## config.mk

```make
export PLATFORM = sky130hd
export DESIGN_NAME = video_std_proc_ctrl
export DESIGN_NICKNAME = d
export VERILOG_FILES = /design/src/include/vstd_pkg.sv /design/src/logic/std_code_classify.sv /design/src/logic/video_std_proc_ctrl.sv
export SDC_FILE = /design/constraint.sdc
export NUM_CORES = 1
export LEC_CHECK = 0
export BUFFER_PORTS_ARGS = -buffer_cell sky130_fd_sc_hd__buf_2
export CORE_ASPECT_RATIO = 1.5
export CORE_MARGIN = 2
export CORE_UTILIZATION = 48
export CTS_BUF_LIST = sky130_fd_sc_hd__clkbuf_4 sky130_fd_sc_hd__clkbuf_8
export DETAILED_ROUTE_END_ITERATION = 8
export HOLD_SLACK_MARGIN = 0.08
export PLACE_DENSITY = 0.88
export SETUP_SLACK_MARGIN = 0.4
export SYNTH_ARGS = -nofsm -noshare
export SYNTH_HDL_FRONTEND = slang
export SYNTH_SLANG_ARGS = --single-unit
```

## constraint.sdc

```tcl
create_clock -name CLK -period 1.92 [get_ports CLK]
set_input_delay 0.192 -clock CLK [delete_from_list [all_inputs] [get_ports CLK]]
set_output_delay 0.192 -clock CLK [all_outputs]
set_load 0.1 [all_outputs]
```

## src/include/vstd_pkg.sv

```systemverilog
// Package: offsets, fields, codes and raster figures of the standard block
package vstd_pkg;

	localparam logic [11:0] PROC_DISABLE_OFS  = 12'h000;
	localparam logic [11:0] VIDEO_STATUS_OFS  = 12'h004;
	localparam logic [15:0] PROC_DISABLE_RST  = 16'h0000;
	localparam logic [15:0] PROC_DISABLE_MASK = 16'h017F;
	localparam logic [15:0] VIDEO_STATUS_RST  = 16'h0000;

	localparam int TIMING_REF_BIT  = 0;
	localparam int LINE_NUM_BIT    = 1;
	localparam int LINE_CRC_BIT    = 2;
	localparam int ANC_CSUM_BIT    = 3;
	localparam int ERROR_PKT_BIT   = 4;
	localparam int REMAP_BIT       = 5;
	localparam int PAYLOAD_ID_BIT  = 6;
	localparam int H_STYLE_BIT     = 8;
	localparam int STD_LOCK_BIT    = 8;
	localparam int INTERLACE_BIT   = 9;
	localparam int CODE_LSB        = 10;
	localparam int CODE_MSB        = 14;

	localparam logic [4:0] CODE_720_60     = 5'h00;
	localparam logic [4:0] CODE_720_30     = 5'h02;
	localparam logic [4:0] CODE_720_50     = 5'h04;
	localparam logic [4:0] CODE_720_25     = 5'h06;
	localparam logic [4:0] CODE_720_24     = 5'h08;
	localparam logic [4:0] CODE_1080_60I   = 5'h0A;
	localparam logic [4:0] CODE_1080_30P   = 5'h0B;
	localparam logic [4:0] CODE_1080_50I   = 5'h0C;
	localparam logic [4:0] CODE_1080_25P   = 5'h0D;
	localparam logic [4:0] CODE_1080_25P_E = 5'h0E;
	localparam logic [4:0] CODE_1080_25S_E = 5'h0F;
	localparam logic [4:0] CODE_1080_24P   = 5'h10;
	localparam logic [4:0] CODE_1080_24S   = 5'h11;
	localparam logic [4:0] CODE_1080_24P_E = 5'h12;
	localparam logic [4:0] CODE_1080_24S_E = 5'h13;
	localparam logic [4:0] CODE_1250_50I   = 5'h14;
	localparam logic [4:0] CODE_1035_60I   = 5'h15;
	localparam logic [4:0] CODE_525_487    = 5'h16;
	localparam logic [4:0] CODE_525_507    = 5'h17;
	localparam logic [4:0] CODE_625        = 5'h18;
	localparam logic [4:0] CODE_525_487_G  = 5'h19;
	localparam logic [4:0] CODE_625_G      = 5'h1A;
	localparam logic [4:0] CODE_525_507_G  = 5'h1B;
	localparam logic [4:0] CODE_HD_UNKNOWN = 5'h1D;
	localparam logic [4:0] CODE_SD_UNKNOWN = 5'h1E;
	localparam logic [4:0] CODE_NONE       = 5'h00;

	localparam logic [12:0] TOT_1650 = 13'h0672;
	localparam logic [12:0] TOT_3300 = 13'h0CE4;
	localparam logic [12:0] TOT_1980 = 13'h07BC;
	localparam logic [12:0] TOT_3960 = 13'h0F78;
	localparam logic [12:0] TOT_4125 = 13'h101D;
	localparam logic [12:0] TOT_2200 = 13'h0898;
	localparam logic [12:0] TOT_2640 = 13'h0A50;
	localparam logic [12:0] TOT_2750 = 13'h0ABE;
	localparam logic [12:0] TOT_2376 = 13'h0948;
	localparam logic [12:0] TOT_1716 = 13'h06B4;
	localparam logic [12:0] TOT_1728 = 13'h06C0;
	localparam logic [12:0] ACT_1280 = 13'h0500;
	localparam logic [12:0] ACT_1440 = 13'h05A0;
	localparam logic [12:0] ACT_1920 = 13'h0780;
	localparam logic [10:0] LINES_750  = 11'h2EE;
	localparam logic [10:0] LINES_1125 = 11'h465;
	localparam logic [10:0] LINES_1250 = 11'h4E2;
	localparam logic [10:0] ALINES_1035 = 11'h40B;
	localparam logic [10:0] ALINES_507  = 11'h1FB;

	typedef struct packed {
		logic [12:0] total_samples;
		logic [12:0] active_samples;
		logic [10:0] total_lines;
		logic [10:0] active_lines;
		logic        field_scan;
		logic        sd_mode;
	} raster_t;

	typedef struct packed {
		logic [11:0] addr;
		logic        wr;
		logic        rd;
		logic [15:0] wdata;
	} host_req_t;

	typedef struct packed {
		logic h_from_trs;
		logic payload_id;
		logic remap;
		logic error_pkt;
		logic anc_csum;
		logic line_crc;
		logic line_num;
		logic timing_ref;
	} insert_en_t;

endpackage

```

## src/logic/std_code_classify.sv

```systemverilog
// Raster measurements to standard code and scan flag
`timescale 1ns/1ps
module std_code_classify (
	input  vstd_pkg::raster_t raster,
	output logic [4:0]        code,
	output logic              interlace
);
	logic em;

	always_comb begin
		em = raster.active_samples != vstd_pkg::ACT_1280;
		code = vstd_pkg::CODE_HD_UNKNOWN;
		interlace = raster.field_scan;
		if (raster.sd_mode) begin
			// Rate variants of one line count share one code
			if (raster.total_samples == vstd_pkg::TOT_1716) begin
				if (raster.active_lines == vstd_pkg::ALINES_507) begin
					code = (raster.active_samples == vstd_pkg::ACT_1440) ?
						vstd_pkg::CODE_525_507 :
						vstd_pkg::CODE_525_507_G;
				end else begin
					code = (raster.active_samples == vstd_pkg::ACT_1440) ?
						vstd_pkg::CODE_525_487 :
						vstd_pkg::CODE_525_487_G;
				end
			end else if (raster.total_samples == vstd_pkg::TOT_1728) begin
				code = (raster.active_samples == vstd_pkg::ACT_1440) ?
					vstd_pkg::CODE_625 : vstd_pkg::CODE_625_G;
			end else begin
				code = vstd_pkg::CODE_SD_UNKNOWN;
			end
		end else if (raster.total_lines == vstd_pkg::LINES_750) begin
			unique case (raster.total_samples)
				vstd_pkg::TOT_1650: code = vstd_pkg::CODE_720_60 | {4'h0, em};
				vstd_pkg::TOT_3300: code = vstd_pkg::CODE_720_30 | {4'h0, em};
				vstd_pkg::TOT_1980: code = vstd_pkg::CODE_720_50 | {4'h0, em};
				vstd_pkg::TOT_3960: code = vstd_pkg::CODE_720_25 | {4'h0, em};
				vstd_pkg::TOT_4125: code = vstd_pkg::CODE_720_24 | {4'h0, em};
				default:            code = vstd_pkg::CODE_HD_UNKNOWN;
			endcase
		end else if (raster.total_lines == vstd_pkg::LINES_1125) begin
			em = raster.active_samples != vstd_pkg::ACT_1920;
			if (raster.active_lines == vstd_pkg::ALINES_1035 &&
			    raster.total_samples == vstd_pkg::TOT_2200) begin
				code = vstd_pkg::CODE_1035_60I;
			end else begin
				unique case (raster.total_samples)
					vstd_pkg::TOT_2200: code = raster.field_scan ?
						vstd_pkg::CODE_1080_60I : vstd_pkg::CODE_1080_30P;
					vstd_pkg::TOT_2640: code = em ?
						(raster.field_scan ? vstd_pkg::CODE_1080_25S_E :
						vstd_pkg::CODE_1080_25P_E) :
						(raster.field_scan ? vstd_pkg::CODE_1080_50I :
						vstd_pkg::CODE_1080_25P);
					vstd_pkg::TOT_2750: code = em ?
						(raster.field_scan ? vstd_pkg::CODE_1080_24S_E :
						vstd_pkg::CODE_1080_24P_E) :
						(raster.field_scan ? vstd_pkg::CODE_1080_24S :
						vstd_pkg::CODE_1080_24P);
					default:            code = vstd_pkg::CODE_HD_UNKNOWN;
				endcase
			end
		end else if (raster.total_lines == vstd_pkg::LINES_1250 &&
		             raster.total_samples == vstd_pkg::TOT_2376) begin
			code = vstd_pkg::CODE_1250_50I;
		end
	end
endmodule

```

## src/logic/video_std_proc_ctrl.sv

```systemverilog
// Processing-disable register, standard status and insertion enables
//
// Contract
// - Report code 09h for 720-line extended 24 frame format, 4125 total.
// - 1080 and 1035 line formats encode as codes 0Ah through 15h.
// - 525-line inputs give 16h/17h/19h/1Bh, 625-line give 18h/1Ah.
// - 59.94 and 60 Hz variants share one code.
// - Insertions run only with bypass pin and enable pin both high.
// - Processing-disable register clears to zero at reset.
// - Bit 8 selects horizontal input style: blanking or timing bit.
// - Bit 6 low inserts payload id, needs a non-zero format byte.
// - Bit 5 low enables illegal code remapping in active picture.
// - Bit 4 low enables error-detection packets in standard definition.
// - Bit 3 low enables ancillary checksum insertion.
// - Bit 2 low enables line CRC insertion, both channels in HD.
// - Bit 1 low enables line numbers, high definition only.
// - Bit 0 low enables timing reference word insertion.
// - Standard code sits in status bits 14 to 10.
// - Code and interlace flag read zero when bypass or lock is low.
`timescale 1ns/1ps
module video_std_proc_ctrl (
	input  wire logic                 CLK,
	input  wire logic                 RESETN,
	input  vstd_pkg::host_req_t       HOST_REQ,
	output logic [15:0]               HOST_RDATA,
	input  wire logic                 CODING_BYPASS_PIN,
	input  wire logic                 PROCESSING_ENABLE_PIN,
	input  wire logic                 LOCK_INDICATOR,
	input  wire logic                 STD_LOCK,
	input  vstd_pkg::raster_t         RASTER,
	input  wire logic [31:0]          PAYLOAD_FORMAT,
	output vstd_pkg::insert_en_t      INSERT_EN,
	output logic [4:0]                STANDARD_CODE,
	output logic                      INTERLACE_FLAG
);

	typedef struct packed {
		logic [15:0]          ctrl;
		logic [15:0]          status;
		logic [15:0]          rdata;
		vstd_pkg::insert_en_t en;
	} state_t;

	state_t q;
	state_t d;

	logic [4:0] raw_code;
	logic       raw_interlace;
	logic       smpte_ok;
	logic       stream_ok;
	logic       payload_nz;
	logic       wr_ctrl;

	std_code_classify u_classify (
		.raster    (RASTER),
		.code      (raw_code),
		.interlace (raw_interlace)
	);

	// Codes come straight from the raster, so rate variants merge
	assign smpte_ok   = CODING_BYPASS_PIN && LOCK_INDICATOR;
	assign stream_ok  = CODING_BYPASS_PIN && PROCESSING_ENABLE_PIN;
	assign payload_nz = |PAYLOAD_FORMAT;
	assign wr_ctrl    = HOST_REQ.wr &&
		HOST_REQ.addr == vstd_pkg::PROC_DISABLE_OFS;

	always_comb begin
		d = q;
		if (wr_ctrl) begin
			d.ctrl = HOST_REQ.wdata & vstd_pkg::PROC_DISABLE_MASK;
		end
		d.status = vstd_pkg::VIDEO_STATUS_RST;
		d.status[vstd_pkg::STD_LOCK_BIT] = STD_LOCK;
		if (smpte_ok) begin
			d.status[vstd_pkg::CODE_MSB:vstd_pkg::CODE_LSB] = raw_code;
			d.status[vstd_pkg::INTERLACE_BIT] = raw_interlace;
		end
		if (HOST_REQ.rd) begin
			unique case (HOST_REQ.addr)
				vstd_pkg::PROC_DISABLE_OFS: d.rdata = q.ctrl;
				vstd_pkg::VIDEO_STATUS_OFS: d.rdata = q.status;
				default:                    d.rdata = 16'h0000;
			endcase
		end
		// Enables follow the register one cycle after it settles
		d.en.h_from_trs = q.ctrl[vstd_pkg::H_STYLE_BIT];
		d.en.timing_ref = stream_ok &&
			!q.ctrl[vstd_pkg::TIMING_REF_BIT];
		d.en.line_num   = stream_ok && !RASTER.sd_mode &&
			!q.ctrl[vstd_pkg::LINE_NUM_BIT];
		d.en.line_crc   = stream_ok &&
			!q.ctrl[vstd_pkg::LINE_CRC_BIT];
		d.en.anc_csum   = stream_ok &&
			!q.ctrl[vstd_pkg::ANC_CSUM_BIT];
		d.en.error_pkt  = stream_ok && RASTER.sd_mode &&
			!q.ctrl[vstd_pkg::ERROR_PKT_BIT];
		d.en.remap      = stream_ok &&
			!q.ctrl[vstd_pkg::REMAP_BIT];
		// No payload packet with all format bytes zero: nothing to carry
		d.en.payload_id = stream_ok && payload_nz &&
			!q.ctrl[vstd_pkg::PAYLOAD_ID_BIT];
	end

	always_ff @(posedge CLK or negedge RESETN) begin
		if (!RESETN) begin
			q.ctrl   <= vstd_pkg::PROC_DISABLE_RST;
			q.status <= vstd_pkg::VIDEO_STATUS_RST;
			q.rdata  <= 16'h0000;
			q.en     <= '0;
		end else begin
			q <= d;
		end
	end

	assign HOST_RDATA     = q.rdata;
	assign INSERT_EN      = q.en;
	assign STANDARD_CODE  = q.status[vstd_pkg::CODE_MSB:vstd_pkg::CODE_LSB];
	assign INTERLACE_FLAG = q.status[vstd_pkg::INTERLACE_BIT];

	logic in_reset_seen;
	always_ff @(posedge CLK or negedge RESETN) begin
		if (!RESETN) begin
			in_reset_seen <= 1'b0;
		end else begin
			in_reset_seen <= 1'b1;
		end
	end

	chk_ctrl_reset_zero: assert property (
		@(posedge CLK) !in_reset_seen |-> q.ctrl == 16'h0000)
		else $error("Control register not zero after reset");

	// Sampled reset gates the antecedents: the release edge loads nothing
	chk_ctrl_write_lands: assert property (
		@(posedge CLK) disable iff (!RESETN)
		RESETN && wr_ctrl |=>
		q.ctrl == ($past(HOST_REQ.wdata) & 16'h017F))
		else $error("Control write not stored");

	chk_unused_bits_zero: assert property (
		@(posedge CLK) disable iff (!RESETN)
		q.ctrl[15:9] == 7'h00 && q.ctrl[7] == 1'b0)
		else $error("Unused control bits not zero");

	chk_gate_pins_low: assert property (
		@(posedge CLK) disable iff (!RESETN)
		!(CODING_BYPASS_PIN && PROCESSING_ENABLE_PIN) |=>
		{q.en.payload_id, q.en.remap, q.en.error_pkt, q.en.anc_csum,
		 q.en.line_crc, q.en.line_num, q.en.timing_ref} == 7'h00)
		else $error("Insertion enabled without both pins high");

	chk_timing_ref_en: assert property (
		@(posedge CLK) disable iff (!RESETN)
		RESETN && stream_ok && !q.ctrl[0] |=> q.en.timing_ref)
		else $error("Timing reference insertion not enabled");

	chk_line_num_hd: assert property (
		@(posedge CLK) disable iff (!RESETN)
		RASTER.sd_mode |=> !q.en.line_num)
		else $error("Line numbers enabled in standard definition");

	chk_error_pkt_sd: assert property (
		@(posedge CLK) disable iff (!RESETN)
		RESETN && stream_ok && RASTER.sd_mode && !q.ctrl[4] |=>
		q.en.error_pkt)
		else $error("Error packets not enabled in standard definition");

	chk_payload_needs_byte: assert property (
		@(posedge CLK) disable iff (!RESETN)
		PAYLOAD_FORMAT == 32'h0000_0000 |=> !q.en.payload_id)
		else $error("Payload packet enabled with zero format bytes");

	chk_h_style_follows: assert property (
		@(posedge CLK) disable iff (!RESETN)
		wr_ctrl ##1 1'b1 |=> q.en.h_from_trs == $past(q.ctrl[8]))
		else $error("Horizontal style does not follow bit 8");

	chk_code_forced_zero: assert property (
		@(posedge CLK) disable iff (!RESETN)
		!(CODING_BYPASS_PIN && LOCK_INDICATOR) |=>
		STANDARD_CODE == 5'h00 && !INTERLACE_FLAG)
		else $error("Code not forced to zero without bypass or lock");

	chk_no_reserved_code: assert property (
		@(posedge CLK) disable iff (!RESETN)
		STANDARD_CODE != 5'h1C && STANDARD_CODE != 5'h1F)
		else $error("Reserved standard code reported");

	chk_code_720_24_em: assert property (
		@(posedge CLK) disable iff (!RESETN)
		RESETN && smpte_ok && !RASTER.sd_mode &&
		RASTER.total_lines == 11'h2EE &&
		RASTER.total_samples == 13'h101D &&
		RASTER.active_samples == 13'h0E10 |=> STANDARD_CODE == 5'h09)
		else $error("Extended 24 frame 720 format not coded 09h");

	chk_code_sd_625: assert property (
		@(posedge CLK) disable iff (!RESETN)
		RESETN && smpte_ok && RASTER.sd_mode &&
		RASTER.total_samples == 13'h06C0 |=>
		STANDARD_CODE == 5'h18 || STANDARD_CODE == 5'h1A)
		else $error("625-line input not coded 18h or 1Ah");

	chk_code_hd_range: assert property (
		@(posedge CLK) disable iff (!RESETN)
		RESETN && smpte_ok && !RASTER.sd_mode &&
		RASTER.total_lines == 11'h465 |=>
		STANDARD_CODE >= 5'h0A && STANDARD_CODE <= 5'h15 ||
		STANDARD_CODE == 5'h1D)
		else $error("1125-line input coded outside its range");

	chk_status_readback: assert property (
		@(posedge CLK) disable iff (!RESETN)
		HOST_REQ.rd && HOST_REQ.addr == 12'h004 |=>
		HOST_RDATA[14:10] == $past(STANDARD_CODE))
		else $error("Status read does not show standard code");

endmodule

```

==> results of run 1 <==
logic make-up (layout without fill, tap and decap cells):
kind of cell	after synthesis	after routing	share of synthesized area, %
compound gates	28	28	6.90
buf+inv	48	167	12.2
simple gates	132	132	37.4
other cells	1	2	0.158
flops	37	37	39.0
mux	9	9	4.42
critical path: cells and delay by family:
kind | cells | cell delay (ns)
AND/OR/NAND/NOR | 5 | 1.02
buffers and inverters | 1 | 0.14
AO/OA/AOI/OAI | 1 | 0.29
repair_timing:
item,CTS,global route
gates resized for setup,1,8
setup buffers,0,2
pin swaps,0,6
setup endpoints to repair,1,4
hold buffers,2,0
hold endpoints to repair,38,0
metrics by stage:
step	std cells	power, mW	utilization (%)
2_1_floorplan	256	1.02	-
3_3_place_gp	429	1.17	61.1
3_5_place_dp	429	1.18	61.1
4_1_cts	439	1.87	64.2
5_1_grt	441	1.94	65.1
6_report	441	1.86	65.1
cell usage in the layout, fill, tap and decap left out, types with 2 or more instances in the layout:
master,netlist,final
clkbuf_8,0,6
nand4b_1,4,4
nor2_2,0,2
inv_1,15,15
a21oi_1,2,2
dfrtp_1,37,37
nor3b_1,7,7
o21ai_0,16,16
nor4_1,12,11
nor4b_4,2,2
nor4b_2,0,3
nor2_1,18,16
nor2b_1,4,4
nor4b_1,8,5
o22ai_1,2,2
nor4bb_1,3,3
buf_2,0,135
o21ai_1,2,2
mux2_2,8,8
nand3_1,13,13
and3b_1,6,6
and3_1,3,3
conb_1,1,2
nor3_1,10,10
nor4_2,1,2
buf_4,29,6
nand4_1,11,11
nand2_1,15,15
and4_2,1,2
dlygate4sd3_1,0,2
power groups by stage:
stage | sequential [mW] | clock [mW] | combinational (mW)
finish | 0.800 | 0.693 | 0.370
detailed placement | 0.815 | 0 | 0.360
global placement | 0.815 | 0 | 0.354
floorplan | 0.819 | 0 | 0.197
CTS | 0.800 | 0.709 | 0.364
global route | 0.801 | 0.738 | 0.396
path summary, 6_finish.rpt:
| kind | endpoint | from | cells past startpoint | slack [ns] |
|---|---|---|---|---|
| setup / recovery | STANDARD_CODE[4] | RASTER[46] | 7 | 0.43 |
| hold / removal | q[44] | HOST_REQ[4] | 2 | 0.12 |
| setup reg to reg | HOST_RDATA[8] | d[7] | 3 | 1.00 |
| hold reg to reg | INSERT_EN[7] | d[7] | 0 | 0.39 |
| max in group asynchronous | HOST_RDATA[10] | RESETN | 2 | 0.90 |
| min in group asynchronous | HOST_RDATA[3] | RESETN | 2 | 0.51 |
final cells by class:
cell class	instances	area, um^2	share of cell area, %
inverters	15	56.3	1.80
well taps	66	82.6	2.64
clock inverters	2	37.5	1.20
repair buffers	144	748	23.9
multi-input cells	171	1200	38.2
clock buffers	6	82.6	2.64
flip-flops and latches	37	926	29.6
routing by layer:
metal	global-route usage [%]	wire [um]	vias up
li1	-	-	1151
met1	25.1	2270	1103
met2	40.8	3330	129
met3	3.88	439	25
met4	10.6	222	0
met5	0	0	-
state kept, by name (all words and copies together), names as in the netlist:
| name | cells |
|---|---|
| d | 1 |
| q | 8 |
| HOST_RDATA | 14 |
| STANDARD_CODE | 5 |
| INSERT_EN | 8 |
| INTERLACE_FLAG | 1 |
==> results.yml, run 1 <==
run_status:
  status: "finished clean"
routing:
  drt_iter0_drc: 93
  ant_nets: 0
  drcViolationCount: 0
  viasPerCell: 5.46
  routed_wl_mm: 6.27
  vias: 2408
  dr.pass1.iters: 4
  post_drt_wl_per_cell_um: 14.2
finish:
  final_layout_size_suffix_gt1_share_pct: 47.5
  finish.instance_area_um2: 3130
  area_growth_pct: 31.7
  fin_nets: 492
  n_antenna_cell: 0
  nFillCells: 432
floorplan:
  fp.coreArea_um2: 4810
  dieArea_um2: 5540
  die_h_um: 90.2
  placementRows: 31
  ios: 148
  die_w_um: 61.4
  start_util_pct: 49.4
yosys:
  synth_top_area_share_pct: 39.0
  syn_area_um2: 2380
  synth.area.top_cells: "dfrtp_1 (39%), buf_4 (9.2%), mux2_2 (3.8%)"
  synth-seq-cells: 37
  yosysTopAreaCell: "dfrtp_1"
  synthArstFlopShare_pct: 100
  synth_edf_count: 0
  avgSynthCellArea_um2: 9.32
  ys_warn_count: 0
  syn_inst: 255
  synthTopCellsByCount: "dfrtp_1 (37), buf_4 (29), nor2_1 (18)"
  post-synth-top-count-cell: "dfrtp_1"
  ys_types: 46
  seq_area_frac_synth_pct: 39.0
  synth-main-ff-cell: "dfrtp_1"
clocking:
  clk_pin_slew_worst_paths_ns: 0.07
  clock-root-buffer: "clkbuf_8"
  clk_latency_ns: 0.29
  ctsHtreeMaxLevel: 2
  clockBufferDepth: 2
  cts_buffers: 5
  cts_tree: "built"
  cts_sinks: 37
global_route:
  grt_max_degree: 38
  track_usage_pct: 23.0
  grt.overflow.total: 0
  antenna_found_initial: 0
  grt_pass1_vias: 2275
  grt_pass1_wl_mm: 9.81
worst_setup_path:
  crit_path_cell_trace: "buf_2 > nor3b_1 > and4_2 > nor2_1 > a211o_1 > nor4_1 > nor3_1"
  worstSetupPathType: "in2reg"
  crit_required_ns: 2.09
  path_max_fanout: 6
  critPathMaxStageDelay_ns: 0.34
  startpoint_type: "input pin"
  cp.arrival_ns: 1.65
  cpMaxStageDelayCell: "and4_2"
  cp-end-kind: "flop"
pwr:
  p_switching_mw: 0.517
  power_frac_seq_pct: 42.9
  p_int_mw: 1.35
  p_comb_share_pct: 19.9
  clkPwrFrac_pct: 37.2
  ir_worst_vdd_uv: 338
  p_leak_nw: 1.54
  p_sw_share_pct: 27.7
  power.density_nw_per_um2: 595
place:
  hpwl_mm: 5.02
  pre_cts_ws_ns: 0.0706
  place_area_um2: 2940
  gp_congestion: 0.862
  portBuffers: 137
sta:
  period_share_pct: 77.4
  setup_viol: 0
  finalHoldViolations: 0
  tightestPinTransition_ns: 0.779
  setup-tns-final_ns: 0
  max_freq_ghz: 0.673
  holdWs_ns: 0.123
  period_minus_slack_ns: 1.49
  relSlewSlack_pct: 48.0
  clock-skew-final_ns: 0.00429
  drv_slew: 0
  layout_setup_ws_ns: 0.434
  rsz0062_at_grt: "false"
hold_path:
  min_path_type: "in2reg"
run:
  max_cap_violations: 0
Note: power is estimated with default switching activity, not from simulation.
==> run 2, diff against run 1 <==
CORE_UTILIZATION = 40   (was 48)
PLACE_DENSITY = 0.79   (was 0.88)
clock period = 1.2 ns   (was 1.92 ns; I/O delays follow)
==> results.yml, run 2 (same netlist as run 1, synthesis figures left out) <==
global_route:
  grt_max_degree: 38
  antenna_found_initial: 1
  grt_pass1_wl_mm: 12.3
  grt.overflow.total: 0
  track_usage_pct: 24.3
  grt_pass1_vias: 2767
finish:
  final_common_cell: "buf_2"
  fin_nets: 535
  finish.instance_area_um2: 4150
  final_cell_mix: "buf_2 (98), buf_4 (49), dfrtp_1 (36), buf_12 (28)"
  area_growth_pct: 74.5
  final_layout_size_suffix_gt1_share_pct: 60.3
  seq_area_um2: 927
  largest_reg_flops: 14
  fin_util_pct: 71.7
  multi_input_area_um2: 1420
  nFillCells: 422
floorplan:
  die_h_um: 98.4
  ios: 148
  placementRows: 34
  fp.coreArea_um2: 5790
  dieArea_um2: 6590
  die_w_um: 66.9
  start_util_pct: 41.1
routing:
  drt_iter0_drc: 105
  dr.pass1.iters: 4
  viasPerCell: 5.31
  ant_nets: 0
  vias: 2605
  post_drt_wl_per_cell_um: 16.4
  drcViolationCount: 0
  routed_wl_mm: 8.05
pwr:
  power.total_mw: 2.90
  power.density_nw_per_um2: 700
  p_leak_nw: 1.91
  ir_worst_vdd_uv: 434
worst_setup_path:
  r2r-end: "HOST_RDATA[8]"
  cpMaxStageDelayCell: "or4_4"
  startpoint_type: "input pin"
  r2r_cells: 3
  crit_buf_inv: 1
  reg2reg_slack_ns: 0.28
  r2r-start: "d[7]"
  critPathMaxStageDelay_ns: 0.55
  worstSetupPathType: "in2reg"
  crit_path_cell_trace: "buf_6 > or4_4 > nor4_4 > nand2_4 > mux2_2"
  path_max_fanout: 8
  cp-end-kind: "flop"
  cp.arrival_ns: 1.50
  crit_required_ns: 1.37
  critical-path-top-delay-family: "simple AND/OR/NAND/NOR gates"
sta:
  setup_viol: 26
  finalHoldViolations: 0
  clock-skew-final_ns: 0.00527
  rsz0062_at_grt: "true"
  period_share_pct: 111
  drv_slew: 0
  period_minus_slack_ns: 1.33
  layout_setup_ws_ns: -0.128
  max_freq_ghz: 0.753
place:
  hpwl_mm: 5.57
  gp_congestion: 0.850
  portBuffers: 137
  place_area_um2: 3360
clocking:
  ctsHtreeMaxLevel: 2
  clk_latency_ns: 0.28
  clockBufferDepth: 2
  clock-root-buffer: "clkbuf_8"
  hold_buffers: 2
  cts_sinks: 37
  clk_pin_slew_worst_paths_ns: 0.07
  cts_tree: "built"
  cts_buffers: 5
hold_path:
  worstHoldEndpoint: "q[46]"
  min_path_cells: 2
  min_path_type: "in2reg"
  hp-start: "HOST_REQ[6]"
run_status:
  violations: "negative setup slack"
  status: "finished with violations"
run:
  max_cap_violations: 0
==> run 2: layer usage <==
metal	up-vias	part of all wire, %	wire [um]	GRT usage (%)
met3	27	5.2	416	2.19
met1	1218	33	2680	24.1
met5	-	0	0	0
met2	123	58	4680	47.7
li1	1237	-	-	-
met4	0	3.4	270	11.6
==> run 2: per-stage QoR <==
step           TNS [ns]  hold slack [ns]  instances  worst slack [ns]
2_1_floorplan     -4.46           -0.176        256            -0.362
4_1_cts           -1.32           0.0569        478           -0.0979
3_3_place_gp      -8.71            0.180        464            -0.421
3_5_place_dp     -10.04            0.188        464            -0.464
6_report          -1.99           0.0612        491            -0.128
5_1_grt           -3.17           0.0573        491            -0.179
==> run 2: worst max path at each step <==
stage	slack [ns]	cells after the start	to	from
4_1_cts	-0.1	5	q[46]	HOST_REQ[23]
2_1_floorplan	-0.36	4	q[46]	HOST_REQ[23]
6_report	-0.13	5	q[42]	HOST_REQ[23]
3_5_place_dp	-0.46	6	q[46]	HOST_REQ[29]
5_1_grt	-0.18	8	STANDARD_CODE[1]	RASTER[43]
3_3_place_gp	-0.42	6	STANDARD_CODE[0]	RASTER[28]
==> run 2: worst register-to-register path, stage by stage, from the launching register on <==
cell	delay [ns]
dfrtp_1	0.40
mux2_2	0.28
nand3_2	0.08
o21ai_2	0.05
==> run 2: cell type report <==
cell class | instances | area share, %
inverters | 15 | 1.36
multi-input cells | 171 | 34.3
well taps | 72 | 2.17
repair buffers | 187 | 37.7
clock buffers | 6 | 1.84
diodes | 1 | 0.0603
flip-flops and latches | 37 | 22.4
clock inverters | 2 | 0.241
==> run 2: repair_timing <==
| item | CTS | global route |
|---|---|---|
| endpoints found under the setup margin | 55 | 93 |
| gates resized for setup | 114 | 34 |
| pin swaps | 12 | 9 |
| hold endpoints to repair | 45 | 5 |
| setup buffers | 4 | 12 |
==> run 2: report_power, final <==
group	internal, mW	switching [mW]
clock network	0.424	0.410
registers	1.27	0.0252
logic	0.341	0.433
total	2.04	0.868
